==> src/design/brake_pkg.sv <==
package brake_pkg;
  localparam int CLK_NS = 5;
  localparam int DELAY_UNIT_MS = 10;
  localparam int DELAY_UNIT_CYC = DELAY_UNIT_MS * 1000000 / CLK_NS;
  localparam int RAMP_STEP_NS = 10000;
  localparam int RAMP_STEP_CYC = RAMP_STEP_NS / CLK_NS;
  localparam int FREQ_W = 16;
  localparam int CUR_W = 11;
  localparam int DLY_W = 10;
  localparam int SEL_W = 5;
  localparam int ADDR_W = 8;
  localparam int RAMP_CNT_W = 12;
  localparam int TICK_CNT_W = 24;
  localparam logic [ADDR_W-1:0] OFS_CTRL = 8'h00;
  localparam logic [ADDR_W-1:0] OFS_FUNC = 8'h04;
  localparam logic [ADDR_W-1:0] OFS_REL_CUR = 8'h08;
  localparam logic [ADDR_W-1:0] OFS_REL_DLY = 8'h0c;
  localparam logic [ADDR_W-1:0] OFS_REL_FWD = 8'h10;
  localparam logic [ADDR_W-1:0] OFS_REL_REV = 8'h14;
  localparam logic [ADDR_W-1:0] OFS_ENG_DLY = 8'h18;
  localparam logic [ADDR_W-1:0] OFS_ENG_FREQ = 8'h1c;
  localparam logic [ADDR_W-1:0] OFS_CMD_FREQ = 8'h20;
  localparam logic [ADDR_W-1:0] OFS_STATUS = 8'h24;
  localparam logic [ADDR_W-1:0] OFS_OUT_FREQ = 8'h28;
  localparam int CTRL_RUN = 0;
  localparam int CTRL_DIR = 1;
  localparam int CTRL_MODE = 2;
  localparam int FUNC_OUT2_LSB = 8;
  localparam logic MODE_VF = 1'b0;
  localparam logic MODE_RST = 1'b1;
  localparam logic [SEL_W-1:0] SEL_BRAKE = 5'h13;
  localparam logic [SEL_W-1:0] SEL_RST = 5'h11;
  localparam logic [SEL_W-1:0] SEL_MAX = 5'h13;
  localparam logic [CUR_W-1:0] CUR_RST = 11'h1f4;
  localparam logic [CUR_W-1:0] CUR_MAX = 11'h708;
  localparam logic [DLY_W-1:0] DLY_RST = 10'h064;
  localparam logic [DLY_W-1:0] DLY_MAX = 10'h3e8;
  localparam logic [FREQ_W-1:0] REL_FREQ_RST = 16'h0064;
  localparam logic [FREQ_W-1:0] ENG_FREQ_RST = 16'h00c8;
  localparam logic [FREQ_W-1:0] CMD_FREQ_RST = 16'h1770;
  typedef enum logic [2:0] {
    ST_IDLE, ST_REL_RAMP, ST_REL_WAIT, ST_REL_DELAY, ST_RUN, ST_ENG_RAMP, ST_ENG_DELAY
  } state_e;
  function automatic logic is_brake_sel(input logic [SEL_W-1:0] sel);
    return sel == SEL_BRAKE;
  endfunction
  function automatic logic [SEL_W-1:0] clamp_sel(input logic [SEL_W-1:0] v);
    return (v > SEL_MAX) ? SEL_MAX : v;
  endfunction
  function automatic logic [DLY_W-1:0] clamp_dly(input logic [DLY_W-1:0] v);
    return (v > DLY_MAX) ? DLY_MAX : v;
  endfunction
endpackage

==> src/design/freq_ramp.sv <==
`timescale 1ns/1ps
module freq_ramp import brake_pkg::*; (
  // clock and reset
  input wire logic pclk,
  input wire logic presetn,
  // control
  input wire logic [FREQ_W-1:0] target,
  input wire logic hold,
  input wire logic zero,
  // output
  output logic [FREQ_W-1:0] freq_r,
  output logic at_target
);
  logic [RAMP_CNT_W-1:0] pre_r;
  logic step;

  assign step = (pre_r == RAMP_CNT_W'(RAMP_STEP_CYC - 1));
  assign at_target = (freq_r == target);

  always_ff @(posedge pclk or negedge presetn) begin
    if (!presetn) begin
      pre_r <= '0;
    end else if (step || hold) begin
      pre_r <= '0;
    end else begin
      pre_r <= pre_r + 1'b1;
    end
  end

  // one 0.01 Hz step per tick in either direction; zero overrides everything
  always_ff @(posedge pclk or negedge presetn) begin
    if (!presetn) begin
      freq_r <= '0;
    end else if (zero) begin
      freq_r <= '0;
    end else if (step && !hold && !at_target) begin
      if (freq_r < target) begin
        freq_r <= freq_r + 1'b1;
      end else begin
        freq_r <= freq_r - 1'b1;
      end
    end
  end
endmodule // freq_ramp

==> src/design/delay_timer.sv <==
`timescale 1ns/1ps
module delay_timer import brake_pkg::*; #(
  parameter int TICK_CYC = DELAY_UNIT_CYC
) (
  // clock and reset
  input wire logic pclk,
  input wire logic presetn,
  // control
  input wire logic run,
  input wire logic [DLY_W-1:0] units,
  output logic done
);
  logic [TICK_CNT_W-1:0] pre_r;
  logic [DLY_W-1:0] cnt_r;
  logic tick;

  assign tick = (pre_r == TICK_CNT_W'(TICK_CYC - 1));
  // a zero setting completes at once
  assign done = run && (cnt_r >= units);

  always_ff @(posedge pclk or negedge presetn) begin
    if (!presetn) begin
      pre_r <= '0;
    end else if (!run || tick) begin
      pre_r <= '0;
    end else begin
      pre_r <= pre_r + 1'b1;
    end
  end

  always_ff @(posedge pclk or negedge presetn) begin
    if (!presetn) begin
      cnt_r <= '0;
    end else if (!run) begin
      cnt_r <= '0;
    end else if (tick && !done) begin
      cnt_r <= cnt_r + 1'b1;
    end
  end
endmodule // delay_timer

==> src/design/brake_sequence_controller.sv <==
// Operation
// - Sequencing runs only while the control mode select is 0 (V/F steady); otherwise inactive.
// - Brake settings act only when the relay or output 2 selector is 19; selectors 0-19, reset 17.
// - While sequencing is enabled, DC braking and start dwell are suppressed.
// - A run from standstill ramps only to the release frequency of the commanded direction.
// - At release frequency, release is signalled once motor current reaches the release current.
// - After release, frequency is held for the release delay before acceleration resumes.
// - On stop, deceleration halts at the engage frequency and brake engage is signalled.
// - After engage, the engage frequency is held for the engage delay, then set to zero.
//
// Local design decisions: the register offsets and the APB register port.
`timescale 1ns/1ps
module brake_sequence_controller import brake_pkg::*; #(
  parameter int TICK_CYC = DELAY_UNIT_CYC
) (
  // clock and reset
  input wire logic pclk,
  input wire logic presetn,
  // apb slave
  input wire logic psel,
  input wire logic penable,
  input wire logic pwrite,
  input wire logic [ADDR_W-1:0] paddr,
  input wire logic [31:0] pwdata,
  output logic [31:0] prdata,
  output logic pready,
  output logic pslverr,
  // drive side
  input wire logic [CUR_W-1:0] motor_current,
  output logic [FREQ_W-1:0] out_freq,
  output logic out_dir,
  output logic brake_relay,
  output logic brake_out2,
  output logic dc_brake_allow,
  output logic dwell_allow
);
  logic run_r, dir_cmd_r, mode_r;
  logic [SEL_W-1:0] relay_sel_r, out2_sel_r;
  logic [CUR_W-1:0] rel_cur_r;
  logic [DLY_W-1:0] rel_dly_r, eng_dly_r;
  logic [FREQ_W-1:0] rel_fwd_r, rel_rev_r, eng_freq_r, cmd_freq_r;
  logic [31:0] prdata_r;
  logic pready_r, pslverr_r;
  state_e state_r;
  logic dir_r, release_r;
  logic brake_relay_r, brake_out2_r, dc_allow_r, dwell_allow_r;
  logic seq_en, wr_en, setup, hit;
  logic [FREQ_W-1:0] ramp_target, rel_target, freq;
  logic ramp_hold, ramp_zero, at_target, tmr_run, tmr_done;
  logic [DLY_W-1:0] tmr_units;
  logic [31:0] rd_mux;

  assign seq_en = (mode_r == MODE_VF)
    && (is_brake_sel(relay_sel_r) || is_brake_sel(out2_sel_r));
  assign setup = psel && !penable;
  assign wr_en = psel && penable && pready_r && pwrite;

  // no wait state: pready rises in the first access cycle
  always_ff @(posedge pclk or negedge presetn) begin
    if (!presetn) begin
      pready_r <= 1'b0;
    end else begin
      pready_r <= setup;
    end
  end

  always_comb begin
    hit = 1'b1;
    rd_mux = '0;
    unique case (paddr)
      OFS_CTRL: rd_mux = {29'h0, mode_r, dir_cmd_r, run_r};
      OFS_FUNC: rd_mux = {19'h0, out2_sel_r, 3'h0, relay_sel_r};
      OFS_REL_CUR: rd_mux = {21'h0, rel_cur_r};
      OFS_REL_DLY: rd_mux = {22'h0, rel_dly_r};
      OFS_REL_FWD: rd_mux = {16'h0, rel_fwd_r};
      OFS_REL_REV: rd_mux = {16'h0, rel_rev_r};
      OFS_ENG_DLY: rd_mux = {22'h0, eng_dly_r};
      OFS_ENG_FREQ: rd_mux = {16'h0, eng_freq_r};
      OFS_CMD_FREQ: rd_mux = {16'h0, cmd_freq_r};
      OFS_STATUS: rd_mux = {26'h0, seq_en, release_r, dir_r, 3'(state_r)};
      OFS_OUT_FREQ: rd_mux = {16'h0, freq};
      default: hit = 1'b0;
    endcase
  end

  always_ff @(posedge pclk or negedge presetn) begin
    if (!presetn) begin
      prdata_r <= '0;
      pslverr_r <= 1'b0;
    end else if (setup) begin
      prdata_r <= pwrite ? 32'h0 : rd_mux;
      pslverr_r <= !hit;
    end else if (!psel) begin
      prdata_r <= '0;
      pslverr_r <= 1'b0;
    end
  end

  // settings; out-of-range writes saturate at the documented maxima
  always_ff @(posedge pclk or negedge presetn) begin
    if (!presetn) begin
      run_r <= 1'b0;
      dir_cmd_r <= 1'b0;
      mode_r <= MODE_RST;
      relay_sel_r <= SEL_RST;
      out2_sel_r <= SEL_RST;
      rel_cur_r <= CUR_RST;
      rel_dly_r <= DLY_RST;
      rel_fwd_r <= REL_FREQ_RST;
      rel_rev_r <= REL_FREQ_RST;
      eng_dly_r <= DLY_RST;
      eng_freq_r <= ENG_FREQ_RST;
      cmd_freq_r <= CMD_FREQ_RST;
    end else if (wr_en) begin
      unique case (paddr)
        OFS_CTRL: begin
          run_r <= pwdata[CTRL_RUN];
          dir_cmd_r <= pwdata[CTRL_DIR];
          mode_r <= pwdata[CTRL_MODE];
        end
        OFS_FUNC: begin
          relay_sel_r <= clamp_sel(pwdata[SEL_W-1:0]);
          out2_sel_r <= clamp_sel(pwdata[FUNC_OUT2_LSB +: SEL_W]);
        end
        OFS_REL_CUR: rel_cur_r <= (pwdata[CUR_W-1:0] > CUR_MAX) ? CUR_MAX : pwdata[CUR_W-1:0];
        OFS_REL_DLY: rel_dly_r <= clamp_dly(pwdata[DLY_W-1:0]);
        OFS_REL_FWD: rel_fwd_r <= pwdata[FREQ_W-1:0];
        OFS_REL_REV: rel_rev_r <= pwdata[FREQ_W-1:0];
        OFS_ENG_DLY: eng_dly_r <= clamp_dly(pwdata[DLY_W-1:0]);
        OFS_ENG_FREQ: eng_freq_r <= pwdata[FREQ_W-1:0];
        OFS_CMD_FREQ: cmd_freq_r <= pwdata[FREQ_W-1:0];
        default: ;
      endcase
    end
  end

  assign rel_target = dir_r ? rel_rev_r : rel_fwd_r;

  always_comb begin
    ramp_target = '0;
    ramp_hold = 1'b0;
    ramp_zero = 1'b0;
    unique case (state_r)
      ST_IDLE: begin
        // plain ramp when the sequence is disabled
        ramp_target = (!seq_en && run_r) ? cmd_freq_r : '0;
        ramp_zero = seq_en && !run_r;
      end
      ST_REL_RAMP: ramp_target = rel_target;
      ST_REL_WAIT: begin
        ramp_target = rel_target;
        ramp_hold = 1'b1;
      end
      ST_REL_DELAY: begin
        ramp_target = rel_target;
        ramp_hold = 1'b1;
      end
      ST_RUN: ramp_target = cmd_freq_r;
      ST_ENG_RAMP: ramp_target = eng_freq_r;
      ST_ENG_DELAY: begin
        ramp_target = eng_freq_r;
        ramp_hold = 1'b1;
        ramp_zero = tmr_done;
      end
    endcase
  end

  assign tmr_run = (state_r == ST_REL_DELAY) || (state_r == ST_ENG_DELAY);
  assign tmr_units = (state_r == ST_ENG_DELAY) ? eng_dly_r : rel_dly_r;

  freq_ramp u_ramp (
    .pclk(pclk),
    .presetn(presetn),
    .target(ramp_target),
    .hold(ramp_hold),
    .zero(ramp_zero),
    .freq_r(freq),
    .at_target(at_target)
  );

  delay_timer #(.TICK_CYC(TICK_CYC)) u_timer (
    .pclk(pclk),
    .presetn(presetn),
    .run(tmr_run),
    .units(tmr_units),
    .done(tmr_done)
  );

  // a stop before release simply drops the output; the brake never opened
  always_ff @(posedge pclk or negedge presetn) begin
    if (!presetn) begin
      state_r <= ST_IDLE;
      dir_r <= 1'b0;
    end else if (!seq_en) begin
      state_r <= ST_IDLE;
      if (freq == '0) begin
        dir_r <= dir_cmd_r;
      end
    end else begin
      unique case (state_r)
        ST_IDLE: if (run_r) begin
          dir_r <= dir_cmd_r;
          state_r <= ST_REL_RAMP;
        end
        ST_REL_RAMP: if (!run_r) begin
          state_r <= ST_IDLE;
        end else if (at_target) begin
          state_r <= ST_REL_WAIT;
        end
        ST_REL_WAIT: if (!run_r) begin
          state_r <= ST_IDLE;
        end else if (motor_current >= rel_cur_r) begin
          state_r <= ST_REL_DELAY;
        end
        ST_REL_DELAY: if (tmr_done) begin
          state_r <= run_r ? ST_RUN : ST_ENG_RAMP;
        end
        ST_RUN: if (!run_r) begin
          state_r <= ST_ENG_RAMP;
        end
        // stopping at the engage point relies on release below engage frequency
        ST_ENG_RAMP: if (freq <= eng_freq_r) begin
          state_r <= ST_ENG_DELAY;
        end
        ST_ENG_DELAY: if (tmr_done) begin
          state_r <= ST_IDLE;
        end
      endcase
    end
  end

  always_ff @(posedge pclk or negedge presetn) begin
    if (!presetn) begin
      release_r <= 1'b0;
    end else if (!seq_en || state_r == ST_IDLE) begin
      release_r <= 1'b0;
    end else if (state_r == ST_REL_WAIT && motor_current >= rel_cur_r) begin
      release_r <= 1'b1;
    end else if (state_r == ST_ENG_RAMP && freq <= eng_freq_r) begin
      release_r <= 1'b0;
    end
  end

  // terminals follow one cycle after the internal release flag
  always_ff @(posedge pclk or negedge presetn) begin
    if (!presetn) begin
      brake_relay_r <= 1'b0;
      brake_out2_r <= 1'b0;
      dc_allow_r <= 1'b1;
      dwell_allow_r <= 1'b1;
    end else begin
      brake_relay_r <= seq_en && is_brake_sel(relay_sel_r) && release_r;
      brake_out2_r <= seq_en && is_brake_sel(out2_sel_r) && release_r;
      dc_allow_r <= !seq_en;
      dwell_allow_r <= !seq_en;
    end
  end

  assign prdata = prdata_r;
  assign pready = pready_r;
  assign pslverr = pslverr_r;
  assign out_freq = freq;
  assign out_dir = dir_r;
  assign brake_relay = brake_relay_r;
  assign brake_out2 = brake_out2_r;
  assign dc_brake_allow = dc_allow_r;
  assign dwell_allow = dwell_allow_r;
endmodule // brake_sequence_controller

==> config.mk <==
export PLATFORM = sky130hd
export DESIGN_NAME = brake_sequence_controller
export DESIGN_NICKNAME = d
export VERILOG_FILES = /design/src/design/brake_pkg.sv /design/src/design/freq_ramp.sv /design/src/design/delay_timer.sv /design/src/design/brake_sequence_controller.sv
export SDC_FILE = /design/constraint.sdc
export NUM_CORES = 1
export LEC_CHECK = 0
export ABC_AREA = 1
export BUFFER_PORTS_ARGS = -buffer_cell sky130_fd_sc_hd__buf_4
export CAP_MARGIN = 15
export CORE_MARGIN = 1.5
export CORE_UTILIZATION = 55
export CTS_CLUSTER_SIZE = 25
export DETAILED_ROUTE_END_ITERATION = 10
export GPL_TIMING_DRIVEN = 1
export PLACE_DENSITY = 0.78
export SYNTH_ARGS = -nofsm -noshare
export SYNTH_HDL_FRONTEND = slang
export SYNTH_SLANG_ARGS = --single-unit
==> constraint.sdc <==
create_clock -name pclk -period 10.98 [get_ports pclk]
set_clock_uncertainty 0.2 [all_clocks]
set_input_delay 1.647 -clock pclk [delete_from_list [all_inputs] [get_ports pclk]]
set_output_delay 1.647 -clock pclk [all_outputs]
set_load 0.1 [all_outputs]
==> run_results.csv, run 1 <==
group,metric,value,unit
global_route,grt_pass1_wl,54830,um
logic_synthesis,synthTopCellsByCount,"nand2_1, inv_1, o21ai_0",
setup_path,endpoint_kind,"flip-flop",
global_route,grtUsageTotal,31.29,%
power_and_ir_drop,intPower,1.072,mW
setup_path,cp.arrival,6.42,ns
setup_path,critPathLaunchType,"flip-flop",
sta,final-setup-viol-count,0,
worst_hold_path,hp-class,"flip-flop to flip-flop",
logic_synthesis,netlist_area,12100,um2
power_and_ir_drop,clockPowerShare,46.4,%
sta,fin_ws,4.714,ns
logic_synthesis,ys_warn_count,0,
clock_network,ctsResizeCount,0,
setup_path,crit_fanout,18,
sta,worst_hold_slack,0.2643,ns
setup_path,path_common_cell,"nand2_1",
placement,post_dp_cell_area,12830,um2
cells_and_area,finalCoreUtilization,62.25,%
cells_and_area,fin_area,13500,um2
cells_and_area,multi_input_area,6067,um2
outcome,outcome,"finished, final reports clean",
power_and_ir_drop,p_per_area,112.0,nW/um2
run,drv_cap,0,
cells_and_area,antenna_cells,0,
floorplanning,die_h,151.3,um
floorplanning,ios,111,
logic_synthesis,avgSynthCellArea,7.460,um2
routing,wl_per_cell,17.29,um
logic_synthesis,synth.distinct_cells,48,
logic_synthesis,synth_edf_count,0,
cells_and_area,area_delta_synth_final,11.58,%
clock_network,clkTransAtPathRegs,0.09,ns
logic_synthesis,ys_ff_latch,196,
sta,hold_violations,0,
routing,firstDrtPassIters,8,
sta,rsz0062_at_grt,"false",
power_and_ir_drop,peakVddDrop,112.0,uV
floorplanning,design.core.area,21690,um2
floorplanning,die_area,22900,um2
clock_network,htree_levels,4,
cells_and_area,regArea,4947,um2
clock_network,postCtsHoldBufs,0,
global_route,antenna_found_initial,0,
setup_path,required,11.13,ns
clock_network,clk_latency,0.47,ns
routing,ant_nets,0,
clock_network,cts_setup_buffers,0,
global_route,grt_pass1_vias,10600,
cells_and_area,final_cells,1976,
global_route,gr-total-overflow,0,
clock_network,root_buffer,"clkbuf_16",
setup_path,cp_num_buf_inv,2,
routing,viasPerCell,5.752,
sta,fin_tns_setup,0,ns
logic_synthesis,synth_area_leaders,"dfrtp_1, nand2_1, o21ai_0, ha_1, dfstp_2",
logic_synthesis,post-synth-top-count-cell,"nand2_1",
routing,dr.first_iter.drc_count,1221,
sta,slew_headroom,30.57,%
setup_path,critPathMaxStageDelay,0.70,ns
cells_and_area,nets,1812,
setup_path,path_delay_family,"simple AND/OR/NAND/NOR gates",
sta,final.min_clock_period,6.266,ns
logic_synthesis,syn_inst,1622,
placement,dp_cells,1944,
sta,fin_crit_sh,57.07,%
placement,dp.final_hpwl,24880,um
floorplanning,initial_utilization,55.79,%
power_and_ir_drop,finalPower,1.512,mW
floorplanning,rows,54,
power_and_ir_drop,combPwrFrac,5.5,%
sta,timing.fmax,0.1596,GHz
clock_network,cts_made_buffers,17,
sta,final_max_slew_viol_count,0,
power_and_ir_drop,switching_power,0.4402,mW
cells_and_area,drive_gt1_share,10.50,%
routing,wirelength,34160,um
logic_synthesis,async_reset_ff_share,100.0,%
power_and_ir_drop,power_frac_seq,48.0,%
logic_synthesis,ys.flop_type,"dfrtp_1",
sta,worst_pin_slew,1.039,ns
power_and_ir_drop,p_leak,6.452,nW
power_and_ir_drop,switching_share,29.12,%
placement,io_buffers,78,
logic_synthesis,synth_seq_area_share,40.89,%
placement,pre_cts_ws,4.990,ns
floorplanning,fp.dieW,151.3,um
clock_network,cts_buffer_depth,2,
logic_synthesis,yosysTopAreaCell,"dfrtp_1",
clock_network,numClockSinks,196,
cells_and_area,fillers,1895,
placement,place_congestion,0.9555,
logic_synthesis,synth_top_area_share,33.50,%
routing,drc_errors,0,
setup_path,slowest_stage,"nor2_2",
global_route,grt_max_degree,77,
setup_path,path_class,"flip-flop to flip-flop",
routing,vias,11370,
clock_network,cts_tree,"built",
==> logic make-up after synthesis <==
| group | synth area share (%) |
|---|---|
| AOI/OAI and AO/OA | 16.58 |
| other | 0.03099 |
| buffers and inverters | 9.441 |
| and+or+nand+nor | 24.30 |
| adders and majority gates | 7.610 |
| xor gates and xnor gates | 1.158 |
| DFF | 40.89 |
==> power by group through the flow <==
stage	logic [mW]	registers, mW	clock network, mW
6_report	0.0837	0.726	0.702
5_1_grt	0.0915	0.727	0.736
4_1_cts	0.0842	0.726	0.707
3_5_place_dp	0.0839	0.740	0
3_3_place_gp	0.0830	0.740	0
2_1_floorplan	0.0462	0.743	0
==> cell type report <==
cell class	count	share of cell area, %
clock buffers	17	3.151
clock inverters	15	1.789
inverters	226	6.283
multi-input cells	1160	44.94
flip-flops and latches	196	36.64
well taps	280	2.595
repair buffers	82	4.606
==> worst register-to-register path, cell delays in order (launching register included) <==
cell and delay (ns):
dfrtp_1 0.50, nor2_2 0.71, inv_1 0.09, nand2_1 0.30, inv_1 0.29, nor2_1 0.64, o221ai_1 0.21, nand2_1 0.13
ha_1 0.25, a21oi_1 0.15, nor2_1 0.07, nor3_1 0.15, nand2_1 0.08, nand2_1 0.09, nand2_1 0.44, ha_1 0.57
nand2_1 0.09, o21ai_0 0.39, nand3_1 0.14, nand2_1 0.17, nand2_1 0.07, nand2_1 0.11, nand3_1 0.11, nand2_1 0.08
nand2_1 0.05, nand3_1 0.06, nand2_1 0.05
==> worst paths after layout <==
path	start	end	slack, ns	cells past startpoint
max reg2reg	state_r[2]$_DFFE_PN0P_	u_ramp.freq_r[13]$_DFFE_PN0P_	4.71	26
min in group asynchronous	presetn	u_timer.pre_r[4]$_DFF_PN0_	1.00	1
max	state_r[2]$_DFFE_PN0P_	u_ramp.freq_r[13]$_DFFE_PN0P_	4.71	26
min reg2reg	u_timer.pre_r[0]$_DFF_PN0_	u_timer.pre_r[0]$_DFF_PN0_	0.26	1
max in group asynchronous	presetn	out2_sel_r[2]$_DFFE_PN0P_	7.60	3
min	u_timer.pre_r[0]$_DFF_PN0_	u_timer.pre_r[0]$_DFF_PN0_	0.26	1
==> placed cells by master, fill, tap and decap left out, types with 11 or more instances in the layout <==
master / n
a21oi_1: 71
a31oi_1: 12
buf_4: 81
clkbuf_16: 17
conb_1: 16
dfrtp_1: 162
dfstp_2: 34
ha_1: 72
inv_1: 214
nand2_1: 428
nand3_1: 65
nand4_1: 19
nor2_1: 105
nor3_1: 39
nor4_1: 11
o211ai_1: 12
o21ai_0: 182
o22ai_1: 39
==> state kept, by name, summed over array words and instances (netlist names), 3 cells and up <==
signal / cells
u_ramp.pre_r: 12
u_timer.pre_r: 24
eng_dly_r: 10
eng_freq_r: 16
rel_cur_r: 11
u_timer.cnt_r: 10
rel_dly_r: 10
out2_sel_r: 5
prdata: 16
rel_rev_r: 16
rel_fwd_r: 16
relay_sel_r: 5
state_r: 3
u_ramp.freq_r: 16
cmd_freq_r: 16
==> metal layers <==
layer	global-route usage, %	up-vias	wire length [um]
li1	-	5478	-
met1	42.18	5284	14420
met2	48.64	510	15440
met3	5.693	94	2840
met4	15.05	0	1462
met5	0	-	0
No activity file was read; power rests on OpenSTA's default activity.
==> run 2, diff against run 1 <==
- ABC_AREA: 1 -> 0
- clock period: 10.98 -> 6.3 ns (I/O delays scaled with it)
==> run_results.csv, run 2 <==
group,metric,value,unit
cells_and_area,largest_reg_flops,24,
routing,viasPerCell,6.300,
logic_synthesis,synth_seq_area_share,42.75,%
sta,fin_crit_sh,94.83,%
power_and_ir_drop,peakVddDrop,127.2,uV
routing,ant_nets,0,
setup_path,regToRegStartpoint,"out2_sel_r[0]$_DFFE_PN1P_",
outcome,outcome,"finished, final reports clean",
setup_path,critPathMaxStageDelay,0.56,ns
floorplanning,rows,52,
logic_synthesis,ys_ff_latch,196,
logic_synthesis,ys_warn_count,0,
placement,place_congestion,0.8829,
logic_synthesis,synth_area_leaders,"dfrtp_1, ha_1, mux2_2, dfstp_2, nand2_1",
logic_synthesis,synth_top_area_share,35.03,%
placement,dp.final_hpwl,21400,um
global_route,gr-total-overflow,0,
logic_synthesis,netlist_area,11570,um2
global_route,grt_max_degree,77,
logic_synthesis,synthTopCellsByCount,"dfrtp_1, nand2_1, nor2_1",
logic_synthesis,synth_edf_count,0,
floorplanning,design.core.area,20430,um2
setup_path,worstRegToRegCells,21,
clock_network,root_buffer,"clkbuf_16",
sta,worst_pin_slew,1.170,ns
setup_path,path_class,"flip-flop to flip-flop",
clock_network,cts_setup_buffers,0,
routing,wl_per_cell,19.96,um
logic_synthesis,avgSynthCellArea,9.759,um2
clock_network,clkTransAtPathRegs,0.08,ns
worst_hold_path,hp-class,"primary input to asynchronous set/reset pin",
routing,m1WireLength,12750,um
clock_network,cts_buffer_depth,2,
routing,dr.first_iter.drc_count,927,
floorplanning,die_h,148.1,um
sta,timing.fmax,0.1674,GHz
power_and_ir_drop,p_leak,5.896,nW
setup_path,endpoint_kind,"flip-flop",
global_route,grt_pass1_wl,49110,um
placement,io_buffers,78,
cells_and_area,drive_gt1_share,20.86,%
routing,wl_met2,13640,um
power_and_ir_drop,p_per_area,192.9,nW/um2
cells_and_area,regArea,4947,um2
routing,vias,9583,
setup_path,crit_fanout,16,
floorplanning,initial_utilization,56.65,%
global_route,grt_pass1_vias,9236,
sta,final-setup-viol-count,0,
global_route,antenna_found_initial,0,
clock_network,htree_levels,4,
logic_synthesis,post-synth-top-count-cell,"dfrtp_1",
global_route,grtUsageTotal,28.69,%
cells_and_area,nets,1367,
sta,hold_violations,0,
setup_path,r2r-end,"u_ramp.freq_r[15]$_DFFE_PN0P_",
floorplanning,fp.dieW,148.1,um
setup_path,cp.arrival,6.13,ns
setup_path,slowest_stage,"dfstp_2",
clock_network,clk_latency,0.44,ns
sta,final.min_clock_period,5.974,ns
logic_synthesis,ys.flop_type,"dfrtp_1",
cells_and_area,layout_commonest_cell,"dfrtp_1",
floorplanning,ios,111,
setup_path,cp_num_buf_inv,2,
cells_and_area,multi_input_area,6186,um2
clock_network,numClockSinks,196,
cells_and_area,area_delta_synth_final,11.38,%
clock_network,cts_tree,"built",
routing,met3_length,2792,um
clock_network,cts_made_buffers,17,
placement,dp_cells,1489,
setup_path,required,6.45,ns
routing,wirelength,30360,um
routing,routed.top_layer,"met4",
setup_path,path_delay_family,"compound AO/OA/AOI/OAI gates",
sta,rsz0062_at_grt,"false",
logic_synthesis,synth.distinct_cells,63,
cells_and_area,final_cells,1521,
cells_and_area,antenna_cells,0,
routing,firstDrtPassIters,6,
cells_and_area,regMostFlops,"u_timer.pre_r",
sta,final_max_slew_viol_count,0,
routing,drc_errors,0,
cells_and_area,final_cell_mix,"dfrtp_1, nand2_1, buf_4",
logic_synthesis,syn_inst,1186,
logic_synthesis,yosysTopAreaCell,"dfrtp_1",
setup_path,reg2reg_setup_slack,0.33,ns
logic_synthesis,async_reset_ff_share,100.0,%
setup_path,critPathLaunchType,"flip-flop",
setup_path,crit_chain,"nand4_1, a21oi_1, inv_1, a22o_1, nand2_1, ha_1, a21o_1, a21o_1, a21oi_1, a21oi_1, a2111oi_2, inv_1, ha_1, or2_2, a21oi_1, a21oi_1, a31oi_1, o21ai_0, xor2_1, or3_1, a21oi_1",
sta,slew_headroom,21.74,%
setup_path,path_common_cell,"a21oi_1",
run,drv_cap,0,
sta,fin_tns_setup,0,ns
floorplanning,die_area,21920,um2
cells_and_area,fillers,1653,
==> run 2: changes by cell type after synthesis, sizes merged, moves of 20 or more <==
cell	change
o21ai	-103
nor3	-30
mux2i	+26
o22ai	-37
nand2	-297
a22oi	+48
inv	-182
nor2	-23
a21o	+20
nand3	-38
mux2	+80
==> run 2: kinds of logic after synthesis <==
family                     Yosys count  share of synthesized area [%]
muxes                              106                          10.03
AOI/OAI and AO/OA                  281                          15.95
adders and majority gates           73                          7.957
other                                1                        0.03240
xor gates and xnor gates            48                          3.632
and+or+nand+nor                    368                          15.22
DFF                                196                          42.75
buffers and inverters              113                          4.432
==> run 2: cell type report <==
type | count | area share, %
clock inverters | 11 | 0.9027
clock buffers | 21 | 3.572
well taps | 270 | 2.621
repair buffers | 92 | 5.406
multi-input cells | 892 | 47.99
flip-flops and latches | 196 | 38.38
inverters | 39 | 1.136
==> run 2: worst max path at each step <==
| stage | startpoint | endpoint | slack, ns | cells past startpoint |
|---|---|---|---|---|
| 2_1_floorplan | out_dir$_DFFE_PN0P_ | u_ramp.freq_r[15]$_DFFE_PN0P_ | 0.44 | 21 |
| 3_3_place_gp | state_r[0]$_DFFE_PN0P_ | u_ramp.freq_r[15]$_DFFE_PN0P_ | 0.51 | 23 |
| 3_5_place_dp | out2_sel_r[4]$_DFFE_PN1P_ | u_ramp.freq_r[15]$_DFFE_PN0P_ | 0.46 | 21 |
| 4_1_cts | out2_sel_r[0]$_DFFE_PN1P_ | u_ramp.freq_r[15]$_DFFE_PN0P_ | 0.41 | 21 |
| 5_1_grt | out2_sel_r[4]$_DFFE_PN1P_ | u_ramp.freq_r[15]$_DFFE_PN0P_ | 0.06 | 21 |
| 6_report | out2_sel_r[0]$_DFFE_PN1P_ | u_ramp.freq_r[15]$_DFFE_PN0P_ | 0.33 | 21 |
==> run 2: where the power goes <==
| group | internal, mW | total [mW] | switching (mW) |
|---|---|---|---|
| registers | 1.26 | 1.27 | 0.00358 |
| logic | 0.0315 | 0.141 | 0.109 |
| clock network | 0.576 | 1.08 | 0.503 |
==> run 2: metal layers <==
layer  track usage [%]  up-vias
met5                 0        -
met4             12.72        0
met3             6.442       96
met2             44.04      461
met1             39.12     4653
li1                  -     4373
==> run 2: through the flow <==
step	cell area (um2)	util [%]	hold slack, ns	setup WS, ns	total power, mW
global route	12890	63.10	0.2832	0.05542	2.551
global placement	12310	60.26	0.2473	0.5068	1.429
detailed placement	12310	60.26	0.2531	0.4617	1.431
CTS	12890	63.08	0.2628	0.4068	2.494
finish	12890	63.10	0.2629	0.3258	2.486
floorplan	11630	-	0.2331	0.4383	1.375
==> run 2: timing repair <==
action | CTS | global route
resized for setup | 0 | 1
hold buffers | 0 | 0
setup endpoints to repair | 0 | 1
==> run 3, diff against run 2 <==
- MAX_ROUTING_LAYER: default -> met4
- SETUP_SLACK_MARGIN: default -> 0.5
==> run_results.csv, run 3 (same netlist as run 2, synthesis figures left out) <==
group,metric,value,unit
outcome,outcome,"finished, final reports clean",
routing,routed.top_layer,"met4",
setup_path,r2r-end,"u_ramp.freq_r[15]$_DFFE_PN0P_",
clock_network,cts_made_buffers,17,
clock_network,cts_setup_buffers,0,
setup_path,crit_chain,"nand4_1, a21oi_2, inv_1, a22o_2, nand2_1, ha_1, a21o_1, a21o_1, a21oi_1, a21oi_1, a2111oi_4, inv_2, ha_1, or2_2, a21oi_1, a21oi_1, a31oi_1, o21ai_0, xor2_1, or3_1, a21oi_1",
sta,rsz0062_at_grt,"false",
floorplanning,rows,52,
global_route,grt_pass1_wl,49560,um
sta,hold_violations,0,
power_and_ir_drop,p_leak,5.884,nW
setup_path,worstRegToRegCells,21,
global_route,antenna_found_initial,0,
sta,final.min_clock_period,5.468,ns
setup_path,path_common_cell,"a21oi_1",
placement,post_dp_cell_area,12320,um2
cells_and_area,drive_gt1_share,21.20,%
placement,place_congestion,0.9314,
setup_path,critPathMaxStageDelay,0.55,ns
global_route,grt_max_degree,101,
sta,fin_tns_setup,0,ns
setup_path,reg2reg_setup_slack,0.83,ns
setup_path,regToRegStartpoint,"out2_sel_r[4]$_DFFE_PN1P_",
routing,firstDrtPassIters,7,
floorplanning,die_area,21920,um2
clock_network,clk_latency,0.44,ns
cells_and_area,largest_reg_flops,24,
placement,dp_cells,1488,
run,drv_cap,0,
clock_network,postCtsHoldBufs,0,
clock_network,root_buffer,"clkbuf_16",
sta,final_max_slew_viol_count,0,
clock_network,cts_buffer_depth,2,
cells_and_area,regMostFlops,"u_timer.pre_r",
power_and_ir_drop,p_per_area,192.3,nW/um2
setup_path,cp.arrival,5.63,ns
routing,dr.first_iter.drc_count,777,
routing,wirelength,30760,um
routing,wl_met2,13930,um
routing,met3_length,2456,um
sta,final-setup-viol-count,0,
sta,timing.fmax,0.1829,GHz
global_route,gr-total-overflow,0,
cells_and_area,nets,1366,
cells_and_area,layout_commonest_cell,"dfrtp_1",
floorplanning,die_h,148.1,um
clock_network,cts_tree,"built",
clock_network,ctsResizeCount,0,
cells_and_area,fin_area,12910,um2
sta,fin_ws,0.8320,ns
sta,slew_headroom,22.09,%
setup_path,endpoint_kind,"flip-flop",
cells_and_area,area_delta_synth_final,11.57,%
floorplanning,ios,111,
worst_hold_path,hp-class,"flip-flop to flip-flop",
routing,wl_per_cell,20.24,um
sta,worst_pin_slew,1.167,ns
global_route,grt_pass1_vias,9260,
routing,vias,9568,
setup_path,critPathLaunchType,"flip-flop",
cells_and_area,final_cells,1520,
routing,ant_nets,0,
cells_and_area,antenna_cells,0,
setup_path,required,6.46,ns
floorplanning,design.core.area,20430,um2
power_and_ir_drop,peakVddDrop,141.6,uV
placement,io_buffers,78,
floorplanning,fp.dieW,148.1,um
floorplanning,initial_utilization,56.65,%
placement,dp.final_hpwl,21190,um
clock_network,numClockSinks,196,
clock_network,htree_levels,4,
worst_hold_path,hold_depth,1,
placement,pre_cts_ws,0.5450,ns
setup_path,path_class,"flip-flop to flip-flop",
worst_hold_path,worstHoldStart,"u_ramp.pre_r[0]$_DFF_PN0_",
setup_path,slowest_stage,"dfstp_2",
sta,fin_crit_sh,86.79,%
worst_hold_path,hold_path_end,"u_ramp.pre_r[0]$_DFF_PN0_",
clock_network,clkTransAtPathRegs,0.07,ns
routing,viasPerCell,6.295,
cells_and_area,final_cell_mix,"dfrtp_1, nand2_1, buf_4",
global_route,grtUsageTotal,30.02,%
routing,drc_errors,0,
setup_path,crit_fanout,12,
routing,m1WireLength,13160,um
[run 3: changes by cell type in the layout (fill, tap and decap cells not counted), sizes merged]
cell      delta
buf          -1
clkbuf       -1
clkinv       -2
clkinvlp     +2
inv          +1
[run 3: where the power goes]
part | total [mW] | switching [mW] | internal (mW)
logic | 0.142 | 0.110 | 0.0321
registers | 1.27 | 0.00368 | 1.26
clock network | 1.07 | 0.509 | 0.565
[run 3: per-layer routing]
metal,GRT usage [%],vias to the layer above
met1,39.88,4690
met3,5.859,94
li1,-,4368
met4,12.87,0
met5,-,-
met2,45.12,416
[run 3: worst max-delay path: cells and delay by family (launching register included)]
| family | cells | cell delay (ns) |
|---|---|---|
| buffers and inverters | 2 | 0.38 |
| AND/OR/NAND/NOR | 4 | 1.03 |
| flip-flops | 1 | 0.55 |
| AO/OA/AOI/OAI | 12 | 2.43 |
| XOR/XNOR | 1 | 0.16 |
| adder cells (fa/ha/maj) | 2 | 0.62 |
[run 3: metrics by stage]
step	hold slack, ns	util [%]	total power [mW]
after floorplan	0.2331	-	1.375
after global placement	0.2475	60.29	1.430
after detailed placement	0.2628	60.29	1.431
after CTS	0.2723	63.08	2.485
after global routing	0.3015	63.20	2.549
final	0.2653	63.20	2.482
[run 3: cell type report]
class / count / area, um2
Clock buffer: 20 / 446.7
Clock inverter: 12 / 122.6
Fill cell: 1664 / 7517
Inverter: 39 / 146.4
Multi-Input combinational cell: 892 / 6207
Sequential cell: 196 / 4950
Tap cell: 270 / 337.8
Timing Repair Buffer: 91 / 701.9
[run 3: worst max path at each step]
stage | endpoint | from | slack [ns] | depth (start not counted)
floorplan | u_ramp.freq_r[15]$_DFFE_PN0P_ | out_dir$_DFFE_PN0P_ | 0.70 | 21
global placement | u_ramp.freq_r[15]$_DFFE_PN0P_ | state_r[0]$_DFFE_PN0P_ | 0.66 | 21
detailed placement | u_ramp.freq_r[15]$_DFFE_PN0P_ | state_r[0]$_DFFE_PN0P_ | 0.54 | 21
CTS | u_ramp.freq_r[15]$_DFFE_PN0P_ | state_r[0]$_DFFE_PN0P_ | 0.55 | 21
global route | u_ramp.freq_r[15]$_DFFE_PN0P_ | out2_sel_r[2]$_DFFE_PN0P_ | 0.55 | 22
finish | u_ramp.freq_r[15]$_DFFE_PN0P_ | out2_sel_r[4]$_DFFE_PN1P_ | 0.83 | 21
